[config.mk]
export PLATFORM = sky130hd
export DESIGN_NAME = bcdpi_parallel_input
export DESIGN_NICKNAME = d
export VERILOG_FILES = /design/src/logic/bcdpi_parallel_input.v /design/src/logic/bcdpi_ms_tick.v
export VERILOG_INCLUDE_DIRS = /design/src /design/src/common
export SDC_FILE = /design/constraint.sdc
export NUM_CORES = 1
export LEC_CHECK = 0
export BUFFER_PORTS_ARGS = -buffer_cell sky130_fd_sc_hd__buf_4
export CELL_PAD_IN_SITES_DETAIL_PLACEMENT = 0
export CELL_PAD_IN_SITES_GLOBAL_PLACEMENT = 1
export CORE_UTILIZATION = 40
export CTS_BUF_LIST = sky130_fd_sc_hd__clkbuf_4
export DETAILED_ROUTE_END_ITERATION = 10
export GPL_TIMING_DRIVEN = 0
export PLACE_DENSITY = 0.8
export REMOVE_ABC_BUFFERS = 1
export SLEW_MARGIN = 30
export SYNTH_ARGS = -nofsm -noshare
export SYNTH_HDL_FRONTEND = slang
export SYNTH_SLANG_ARGS = --single-unit
export TNS_END_PERCENT = 10
[constraint.sdc]
create_clock -name clk -period 7.2 [get_ports clk]
set_clock_uncertainty 0.1 [all_clocks]
set_input_delay 0.36 -clock clk [delete_from_list [all_inputs] [get_ports clk]]
set_output_delay 0.36 -clock clk [all_outputs]
set_load 0.1 [all_outputs]
[src/common/bcdpi_defines.vh]
// constants for the strobed bcd parallel input port
// assumes a single 200 MHz clock; included by bare name from the logic files
`ifndef BCDPI_DEFINES_VH
`define BCDPI_DEFINES_VH

// clock rate and millisecond timebase
`define BCDPI_CLK_MHZ          200
`define BCDPI_TICK_US          1000
`define BCDPI_TICK_CYCLES      (`BCDPI_TICK_US * `BCDPI_CLK_MHZ)

// timing figures in milliseconds
`define BCDPI_STROBE_MIN_MS    8'd3
`define BCDPI_DEB_UNIT_MS      12'd10

// register byte offsets
`define BCDPI_ADR_CTRL         8'h00
`define BCDPI_ADR_SAMPLE       8'h04
`define BCDPI_ADR_DEBOUNCE     8'h08
`define BCDPI_ADR_STATUS       8'h0c
`define BCDPI_ADR_RESULT       8'h10
`define BCDPI_ADR_EFFTIME      8'h14

// control register fields
`define BCDPI_CTRL_XMIT        0
`define BCDPI_CTRL_DATAPOS     1
`define BCDPI_CTRL_CTRLPOS     2

// status register fields
`define BCDPI_ST_ADDR          0
`define BCDPI_ST_ITEM          1
`define BCDPI_ST_INVALID       2
`define BCDPI_ST_DEBRUN        3

// reset values
`define BCDPI_CTRL_RST         3'h1
`define BCDPI_SAMPLE_RST       8'h0a
`define BCDPI_DEBOUNCE_RST     8'h05

`endif

[src/logic/bcdpi_parallel_input.v]
// strobed two-digit bcd parallel input port with a wishbone register slave
// assumes one clock; port pins are asynchronous and synchronised here
//
// Operation
// - input only: eight data, strobe, select lines
// - data and control polarity set independently
// - port acts only in transmit mode
// - strobe valid after 3 ms active, debounce idle
// - sample time restarts on any data or select line change
// - accept at sample end, strobe state irrelevant
// - debounce timer starts on strobe release
// - strobe activity during debounce restarts it only
// - debounce expiry re-arms strobe detection
// - effective debounce always longer than sample time
// - select line level gives address or item
// - active strobe level follows control polarity
// - data one level follows data polarity
// - decode d7-d4 tens, d3-d0 units
// - issue address or item request after decode
//
// The implementer's own choices: register access over Wishbone and the register addresses.
`timescale 1ns/1ps
`include "bcdpi_defines.vh"
module bcdpi_parallel_input #(
   parameter TICK_CYCLES = `BCDPI_TICK_CYCLES,  // clocks per millisecond
   parameter ADR_W       = 8                    // wishbone byte address width
)(
   input  wire             clk,
   input  wire             rstn,
   input  wire             wb_cyc_i,
   input  wire             wb_stb_i,
   input  wire             wb_we_i,
   input  wire [ADR_W-1:0] wb_adr_i,
   input  wire [3:0]       wb_sel_i,
   input  wire [31:0]      wb_dat_i,
   output reg  [31:0]      wb_dat_o,
   output reg              wb_ack_o,
   input  wire [7:0]       dataPin,
   input  wire             itemAddrPin,
   input  wire             strobePin,
   output reg              reqAddr,
   output reg              reqItem,
   output reg              reqInvalid,
   output reg  [6:0]       reqValue
);
   // acquisition states
   localparam [1:0] ST_IDLE    = 2'd0;   // waiting for strobe edge
   localparam [1:0] ST_QUAL    = 2'd1;   // measuring strobe width
   localparam [1:0] ST_SAMPLE  = 2'd2;   // lines must hold still
   localparam [1:0] ST_RELWAIT = 2'd3;   // accepted, strobe still active

   // software registers
   reg  [2:0]  ctrl_reg;                 // mode and polarity bits
   reg  [7:0]  sample_reg;               // sample time, ms
   reg  [7:0]  debounce_reg;             // debounce time, 10 ms units
   reg  [2:0]  status_reg;               // sticky address, item, invalid
   reg  [2:0]  status_next;
   reg  [7:0]  lastRaw_reg;              // last accepted data bits
   reg         lastItem_reg;             // last accepted selector
   reg         lastBad_reg;              // last accepted value was not bcd

   // synchronisers
   reg  [7:0]  dataMeta_reg;
   reg  [7:0]  dataSync_reg;
   reg         selMeta_reg;
   reg         selSync_reg;
   reg         strobeMeta_reg;
   reg         strobeSync_reg;
   reg         strobePrev_reg;           // strobe active level, one cycle back

   // acquisition engine
   reg  [1:0]  state_reg;
   reg  [1:0]  state_next;
   reg  [7:0]  cntA_reg;                 // ms count for width and sample
   reg  [7:0]  cntA_next;
   reg  [7:0]  snapData_reg;             // data bits under test
   reg  [7:0]  snapData_next;
   reg         snapItem_reg;             // selector under test
   reg         snapItem_next;
   reg         accept;                   // sample time completed
   reg         restartA;                 // realign width/sample tick

   // debounce engine
   reg         debRun_reg;
   reg  [11:0] cntD_reg;                 // ms count for debounce
   wire        tickA;
   wire        tickD;

   // derived levels
   wire        xmitMode = ctrl_reg[`BCDPI_CTRL_XMIT];
   wire        dataPos  = ctrl_reg[`BCDPI_CTRL_DATAPOS];
   wire        ctrlPos  = ctrl_reg[`BCDPI_CTRL_CTRLPOS];
   wire        strobeAct;
   wire        itemLvl;
   wire [7:0]  dataBits;
   wire        lineChange;
   wire        strobeRise;
   wire        strobeFall;
   wire        debKick;
   wire [7:0]  sampleEff;
   wire [7:0]  debUnits;
   wire [11:0] debMs;
   wire [11:0] debEff;
   wire [3:0]  tens;
   wire [3:0]  units;
   wire        badBcd;
   wire [6:0]  decValue;

   // bus decode
   wire        wbHit = wb_cyc_i & wb_stb_i & ~wb_ack_o;
   wire        wbWr  = wbHit & wb_we_i & wb_sel_i[0];
   reg  [31:0] readMux;

   // two flops on every pin before any logic reads it
   always @(posedge clk)
   begin
      if (!rstn)
      begin
         dataMeta_reg   <= 8'h00;
         dataSync_reg   <= 8'h00;
         selMeta_reg    <= 1'b0;
         selSync_reg    <= 1'b0;
         // idle level under the reset polarity, so no false edge follows reset
         strobeMeta_reg <= 1'b1;
         strobeSync_reg <= 1'b1;
      end
      else
      begin
         dataMeta_reg   <= dataPin;
         dataSync_reg   <= dataMeta_reg;
         selMeta_reg    <= itemAddrPin;
         selSync_reg    <= selMeta_reg;
         strobeMeta_reg <= strobePin;
         strobeSync_reg <= strobeMeta_reg;
      end
   end

   // polarity mapping, data and control handled apart
   assign strobeAct = ctrlPos ? strobeSync_reg : ~strobeSync_reg;
   assign itemLvl   = ctrlPos ? ~selSync_reg : selSync_reg;
   assign dataBits  = dataPos ? dataSync_reg : ~dataSync_reg;

   // edge terms on the active-level strobe
   assign strobeRise = strobeAct & ~strobePrev_reg;
   assign strobeFall = ~strobeAct & strobePrev_reg;
   assign lineChange = (dataBits != snapData_reg) | (itemLvl != snapItem_reg);

   // zero settings clamp to the smallest legal value
   assign sampleEff = (sample_reg == 8'h00) ? 8'h01 : sample_reg;
   assign debUnits  = (debounce_reg == 8'h00) ? 8'h01 : debounce_reg;
   assign debMs     = `BCDPI_DEB_UNIT_MS * {4'h0, debUnits};
   // short debounce is stretched, sample setting is never touched
   assign debEff    = (debMs > {4'h0, sampleEff}) ? debMs
                      : {4'h0, sampleEff} + 12'h001;

   // bcd split and conversion of the held snapshot
   assign tens     = snapData_reg[7:4];
   assign units    = snapData_reg[3:0];
   assign badBcd   = (tens > 4'h9) | (units > 4'h9);
   assign decValue = {3'h0, tens} * 7'h0a + {3'h0, units};

   // width/sample timer and debounce timer each keep their own phase
   bcdpi_ms_tick #(
      .CYCLES  (TICK_CYCLES)
   ) uTickA (
      .clk     (clk),
      .rstn    (rstn),
      .restart (restartA),
      .tick    (tickA)
   );

   bcdpi_ms_tick #(
      .CYCLES  (TICK_CYCLES)
   ) uTickD (
      .clk     (clk),
      .rstn    (rstn),
      .restart (debKick),
      .tick    (tickD)
   );

   // acquisition next state
   always @*
   begin
      state_next    = state_reg;
      cntA_next     = cntA_reg;
      snapData_next = snapData_reg;
      snapItem_next = snapItem_reg;
      accept        = 1'b0;
      restartA      = 1'b0;
      if (!xmitMode)
      begin
         state_next = ST_IDLE;
         cntA_next  = 8'h00;
      end
      else
      begin
         case (state_reg)
            ST_IDLE:
            begin
               // edges during debounce never open a new cycle
               if (strobeRise && !debRun_reg)
               begin
                  state_next = ST_QUAL;
                  cntA_next  = 8'h00;
                  restartA   = 1'b1;
               end
            end
            ST_QUAL:
            begin
               if (!strobeAct)
                  state_next = ST_IDLE;
               else if (tickA)
               begin
                  if (cntA_reg == `BCDPI_STROBE_MIN_MS - 8'h01)
                  begin
                     state_next    = ST_SAMPLE;
                     cntA_next     = 8'h00;
                     snapData_next = dataBits;
                     snapItem_next = itemLvl;
                     restartA      = 1'b1;
                  end
                  else
                     cntA_next = cntA_reg + 8'h01;
               end
            end
            ST_SAMPLE:
            begin
               // noise on any data or select line starts the wait over
               if (lineChange)
               begin
                  snapData_next = dataBits;
                  snapItem_next = itemLvl;
                  cntA_next     = 8'h00;
                  restartA      = 1'b1;
               end
               else if (tickA)
               begin
                  if (cntA_reg == sampleEff - 8'h01)
                  begin
                     // strobe level does not gate acceptance
                     accept     = 1'b1;
                     cntA_next  = 8'h00;
                     state_next = strobeAct ? ST_RELWAIT : ST_IDLE;
                  end
                  else
                     cntA_next = cntA_reg + 8'h01;
               end
            end
            ST_RELWAIT:
            begin
               if (!strobeAct)
                  state_next = ST_IDLE;
            end
            default:
               state_next = ST_IDLE;
         endcase
      end
   end

   // acquisition registers
   always @(posedge clk)
   begin
      if (!rstn)
      begin
         state_reg      <= ST_IDLE;
         cntA_reg       <= 8'h00;
         snapData_reg   <= 8'h00;
         snapItem_reg   <= 1'b0;
         strobePrev_reg <= 1'b0;
      end
      else
      begin
         state_reg      <= state_next;
         cntA_reg       <= cntA_next;
         snapData_reg   <= snapData_next;
         snapItem_reg   <= snapItem_next;
         strobePrev_reg <= strobeAct;
      end
   end

   // release after a strobe, or any edge while running, restarts debounce
   assign debKick = xmitMode &&
                    ((strobeFall && state_reg != ST_IDLE)
                     || (debRun_reg && strobeRise)
                     || (debRun_reg && strobeFall));

   // debounce timer; expiry re-arms the idle state
   always @(posedge clk)
   begin
      if (!rstn || !xmitMode)
      begin
         debRun_reg <= 1'b0;
         cntD_reg   <= 12'h000;
      end
      else if (debKick)
      begin
         debRun_reg <= 1'b1;
         cntD_reg   <= 12'h000;
      end
      else if (debRun_reg && tickD)
      begin
         if (cntD_reg == debEff - 12'h001)
            debRun_reg <= 1'b0;
         cntD_reg <= cntD_reg + 12'h001;
      end
   end

   // request outputs, one-cycle pulses with a held value
   always @(posedge clk)
   begin
      if (!rstn)
      begin
         reqAddr      <= 1'b0;
         reqItem      <= 1'b0;
         reqInvalid   <= 1'b0;
         reqValue     <= 7'h00;
         lastRaw_reg  <= 8'h00;
         lastItem_reg <= 1'b0;
         lastBad_reg  <= 1'b0;
      end
      else
      begin
         reqAddr    <= accept & ~badBcd & ~snapItem_reg;
         reqItem    <= accept & ~badBcd & snapItem_reg;
         reqInvalid <= accept & badBcd;
         if (accept)
         begin
            reqValue     <= badBcd ? 7'h00 : decValue;
            lastRaw_reg  <= snapData_reg;
            lastItem_reg <= snapItem_reg;
            lastBad_reg  <= badBcd;
         end
      end
   end

   // sticky status, write one to clear; a new event beats the clear
   always @*
   begin
      status_next = status_reg;
      if (wbWr && wb_adr_i == `BCDPI_ADR_STATUS)
         status_next = status_next & ~wb_dat_i[2:0];
      status_next = status_next | {reqInvalid, reqItem, reqAddr};
   end

   // register writes; narrow fields live in byte lane 0
   always @(posedge clk)
   begin
      if (!rstn)
      begin
         ctrl_reg     <= `BCDPI_CTRL_RST;
         sample_reg   <= `BCDPI_SAMPLE_RST;
         debounce_reg <= `BCDPI_DEBOUNCE_RST;
         status_reg   <= 3'h0;
      end
      else
      begin
         status_reg <= status_next;
         if (wbWr && wb_adr_i == `BCDPI_ADR_CTRL)
            ctrl_reg <= wb_dat_i[2:0];
         if (wbWr && wb_adr_i == `BCDPI_ADR_SAMPLE)
            sample_reg <= wb_dat_i[7:0];
         if (wbWr && wb_adr_i == `BCDPI_ADR_DEBOUNCE)
            debounce_reg <= wb_dat_i[7:0];
      end
   end

   // read mux; unmapped addresses read zero
   always @*
   begin
      readMux = 32'h0000_0000;
      case (wb_adr_i)
         `BCDPI_ADR_CTRL:     readMux = {29'h0, ctrl_reg};
         `BCDPI_ADR_SAMPLE:   readMux = {24'h0, sample_reg};
         `BCDPI_ADR_DEBOUNCE: readMux = {24'h0, debounce_reg};
         `BCDPI_ADR_STATUS:   readMux = {26'h0, state_reg, debRun_reg, status_reg};
         `BCDPI_ADR_RESULT:   readMux = {8'h0, lastRaw_reg, 6'h0, lastBad_reg,
                                         lastItem_reg, 1'b0, reqValue};
         `BCDPI_ADR_EFFTIME:  readMux = {4'h0, debEff, 8'h0, sampleEff};
         default:             readMux = 32'h0000_0000;
      endcase
   end

   // classic single-cycle slave: ack one clock after the request
   always @(posedge clk)
   begin
      if (!rstn)
      begin
         wb_ack_o <= 1'b0;
         wb_dat_o <= 32'h0000_0000;
      end
      else
      begin
         wb_ack_o <= wbHit;
         if (wbHit)
            wb_dat_o <= readMux;
      end
   end
endmodule // bcdpi_parallel_input

[src/logic/bcdpi_ms_tick.v]
// restartable divider giving a one-cycle tick every CYCLES clocks
// assumes restart comes from logic on the same clock
`timescale 1ns/1ps
module bcdpi_ms_tick #(
   parameter CYCLES = 200000             // clocks per tick
)(
   input  wire clk,
   input  wire rstn,
   input  wire restart,                  // realign phase, tick counts from here
   output reg  tick                      // one-cycle pulse
);
   localparam CW = $clog2(CYCLES);
   localparam integer  LASTI = CYCLES - 1;    // full-width terminal count
   localparam [CW-1:0] LAST  = LASTI[CW-1:0];

   reg [CW-1:0] count_reg;               // cycles since last tick or restart

   // restart zeroes phase so a timer started now sees whole milliseconds
   always @(posedge clk)
   begin
      if (!rstn || restart)
      begin
         count_reg <= {CW{1'b0}};
         tick      <= 1'b0;
      end
      else if (count_reg == LAST)
      begin
         count_reg <= {CW{1'b0}};
         tick      <= 1'b1;
      end
      else
      begin
         count_reg <= count_reg + 1'b1;
         tick      <= 1'b0;
      end
   end
endmodule // bcdpi_ms_tick

==> impl_metrics.env <==
export IMPL_yosysTopAreaCell="dfxtp_1"
export IMPL_regToRegSetupSlack_ns=1.64
export IMPL_post_cts_setup_buffer_count=0
export IMPL_grt_pass1_vias=6370
export IMPL_power_density_nw_per_um2=186.5
export IMPL_synth_common_cells="157 x nor2_1, 156 x dfxtp_1, 69 x nand2_1, 59 x xnor2_1"
export IMPL_timing_worst_setup_path_type="reg2reg"
export IMPL_worst_slew_pin_transition_ns=0.8753
export IMPL_path_clk_slew_ns=0.15
export IMPL_relSlewSlack_pct=41.65
export IMPL_grt_use_total_pct=18.81
export IMPL_cts_resized_gates=0
export IMPL_drc_errors=0
export IMPL_synth_largest_type_area_fraction_pct=37.15
export IMPL_rsz_0062_raised_after_global_routing="no"
export IMPL_grt_start_max_net_pins=56
export IMPL_final_core_utilization_pct=46.75
export IMPL_report_final_slew_viol_count=0
export IMPL_ys_seq_area_share_pct=37.15
export IMPL_outcome="finished clean"
export IMPL_max_cap_violations=0
export IMPL_global_route_usage_met1_pct=26.45
export IMPL_min_delay_path_class="in2reg"
export IMPL_cts_root_to_sink_buffers=2
export IMPL_via_count=6875
export IMPL_grt_antenna_before_repair=1
export IMPL_global_route_wire_length_before_repair_mm=32.40
export IMPL_yosys_cell_types_count=66
export IMPL_final_cells=1337
export IMPL_overflow=0
export IMPL_final_hold_violation_count=0
export IMPL_worst_ep_required_time_ns=7.57
export IMPL_max_freq_ghz=0.1798
export IMPL_detailedRoute_firstIterationViolations=441
export IMPL_layout_setup_ws_ns=1.638
export IMPL_initial_core_util_pct=41.15
export IMPL_cts_tree="done"
export IMPL_number_of_synthesized_flops_with_an_enable_pin=0
export IMPL_clkLatencyLatePin_ns=0.57
export IMPL_detail_route_vias_per_cell=5.142
export IMPL_critical_path_depth=23
export IMPL_setup_worst_path_start_class="register"
export IMPL_cts_root_buf="clkbuf_4"
export IMPL_largest_reg_flops=22
export IMPL_height_of_the_die_um=147.0
export IMPL_globalRouteMet3Util_pct=4.006
export IMPL_synth_ff_latch_count=156
export IMPL_synthArstFlopShare_pct=0
export IMPL_synthesis_instances=993
export IMPL_number_of_clock_buffers_inserted_by_tritoncts=17
export IMPL_irDropWorstVdd_mv=0.1219
export IMPL_crit_arrival_ns=5.93
export IMPL_p_leak_nw=3.600
export IMPL_critical_path_slowest_cell="dfxtp_1"
export IMPL_drt_pass1_iterations=6
export IMPL_yosys_cell_count_top_type="nor2_1"
export IMPL_cts_hold_repair_buffers=18
export IMPL_detailedPlacementHpwl_mm=14.40
export IMPL_setup_viol=0
export IMPL_r2r_worst_path_cells=23
export IMPL_row_count=52
export IMPL_areaGrowthSynthToFinish_pct=13.62
export IMPL_hold_path_depth=3
export IMPL_yosys_warnings=0
export IMPL_final_period_minus_worst_setup_slack_ns=5.562
export IMPL_h_tree_depth=4
export IMPL_finalPower_w=0.001781
export IMPL_synth_main_ff_cell="dfxtp_1"
export IMPL_synthesis_area_um2=8407
export IMPL_number_of_sinks_handled_by_clock_tree_synthesis=156
export IMPL_worstPathCellList="nor2_1 -> nand3_1 -> o21bai_1 -> ha_1 -> ha_1 -> fa_1 -> xor2_1 -> ha_1 -> o21ai_0 -> o21bai_1 -> a2bb2oi_1 -> nor4_4 -> buf_4 -> mux2i_1 -> ha_1 -> nand3_1 -> o21ai_0 -> xnor2_1 -> mux2i_1 -> xor2_1 -> a2111oi_2 -> nand3_1 -> o31a_1"
export IMPL_detail_route_antenna_nets=0
export IMPL_gp_routability_congestion=0.8524
export IMPL_critical_path_peak_fanout=11
export IMPL_synth_area_leaders="dfxtp_1 37%, nor2_1 7.0%, xnor2_1 6.1%"
export IMPL_floorplan_die_area_um2=21600
export IMPL_drive_above_1_share_pct=11.39
export IMPL_totalWireLength_mm=19.78
export IMPL_timing_critical_path_max_delay_family="adder cells"
export IMPL_worst_path_buf_inv=1
export IMPL_critPathCaptureType="register"
export IMPL_gr_usage_met2_pct=29.64
export IMPL_highest_cell_delay_on_the_worst_timing_path_ns=0.58
export IMPL_placement_setup_worst_slack_ns=1.655
export IMPL_timing_final_crit_share_pct=77.24
export IMPL_ioPinCount=102
export IMPL_setup_total_negative_slack_ns=0
export IMPL_portBuffers=64
export IMPL_syn_mean_instance_area_um2=8.466
export IMPL_floorplan_core_area_um2=20430
export IMPL_placed_cells_incl_taps=1281
export IMPL_nets=1144
export IMPL_post_drt_wl_per_cell_um=14.80
export IMPL_path_common_cell="ha_1"
export IMPL_floorplan_die_width_um=147.0
export IMPL_gr_max_usage_layer="met2"
==> through the flow <==
step           hold WS [ns]  cell area [µm²]
2_1_floorplan        0.2863             8137
3_3_place_gp         0.2958             8955
3_5_place_dp         0.3063             9035
4_1_cts            0.003908             9529
5_1_grt             0.08242             9552
6_report             0.1317             9552
==> tightest hold or removal path, stage by stage <==
cell and delay, ns:
buf_4 0.14, nor3b_2 0.10, o211ai_1 0.15
==> placed cells by master, fill, tap and decap left out, types with 24 or more instances in the layout <==
cell type / count
nor2_1: 156
dfxtp_1: 156
nand2_1: 69
buf_4: 69
xnor2_1: 59
a21oi_1: 51
nand3_1: 51
xor2_1: 51
mux2i_1: 49
ha_1: 33
inv_1: 26
and2_1: 26
and3_1: 24
==> logic make-up (layout without fill, tap and decap cells) <==
kind of cell,count (synthesis),count (layout),synth area share (%)
XOR/XNOR,110,110,11.46
multiplexers,52,52,6.236
AO/OA/AOI/OAI,144,144,11.36
adder cells (fa/ha/maj),36,36,5.626
flip-flops,156,156,37.15
AND/OR/NAND/NOR,406,406,23.31
buffers and inverters,88,148,4.822
other,1,15,0.04461
==> power by group <==
| group | switching [W] | total (W) | leakage, nW | internal (W) |
|---|---|---|---|---|
| clock | 0.000383 | 0.000549 | 0.165 | 0.000166 |
| sequential | 0.0000448 | 0.000940 | 1.27 | 0.000896 |
| combinational | 0.000179 | 0.000292 | 2.17 | 0.000113 |
==> layer usage <==
layer | wire length, µm | share of wire, %
met4 | 111 | 0.56
met5 | 0 | 0
met3 | 586 | 3.0
met1 | 9949 | 50
met2 | 9136 | 46
==> final timing paths <==
| check | startpoint | endpoint |
|---|---|---|
| setup / recovery | debounce_reg[7]$_SDFFE_PN0P_ | debRun_reg$_SDFFE_PN0P_ |
| hold / removal | wb_adr_i[3] | sample_reg[1]$_SDFFE_PN1P_ |
| setup reg to reg | debounce_reg[7]$_SDFFE_PN0P_ | debRun_reg$_SDFFE_PN0P_ |
| hold reg to reg | strobeMeta_reg$_SDFF_PN1_ | strobeSync_reg$_SDFF_PN1_ |
==> final cells by class <==
class	instances	area, µm²
inverters	27	103.9
flip-flops and latches	156	3123
clock buffers	17	127.6
multi-input cells	758	4925
fillers	2049	10880
well taps	270	337.8
repair buffers	89	735.7
clock inverters	15	186.4
diodes	5	12.51
No activity file was read; power rests on OpenSTA's default activity.
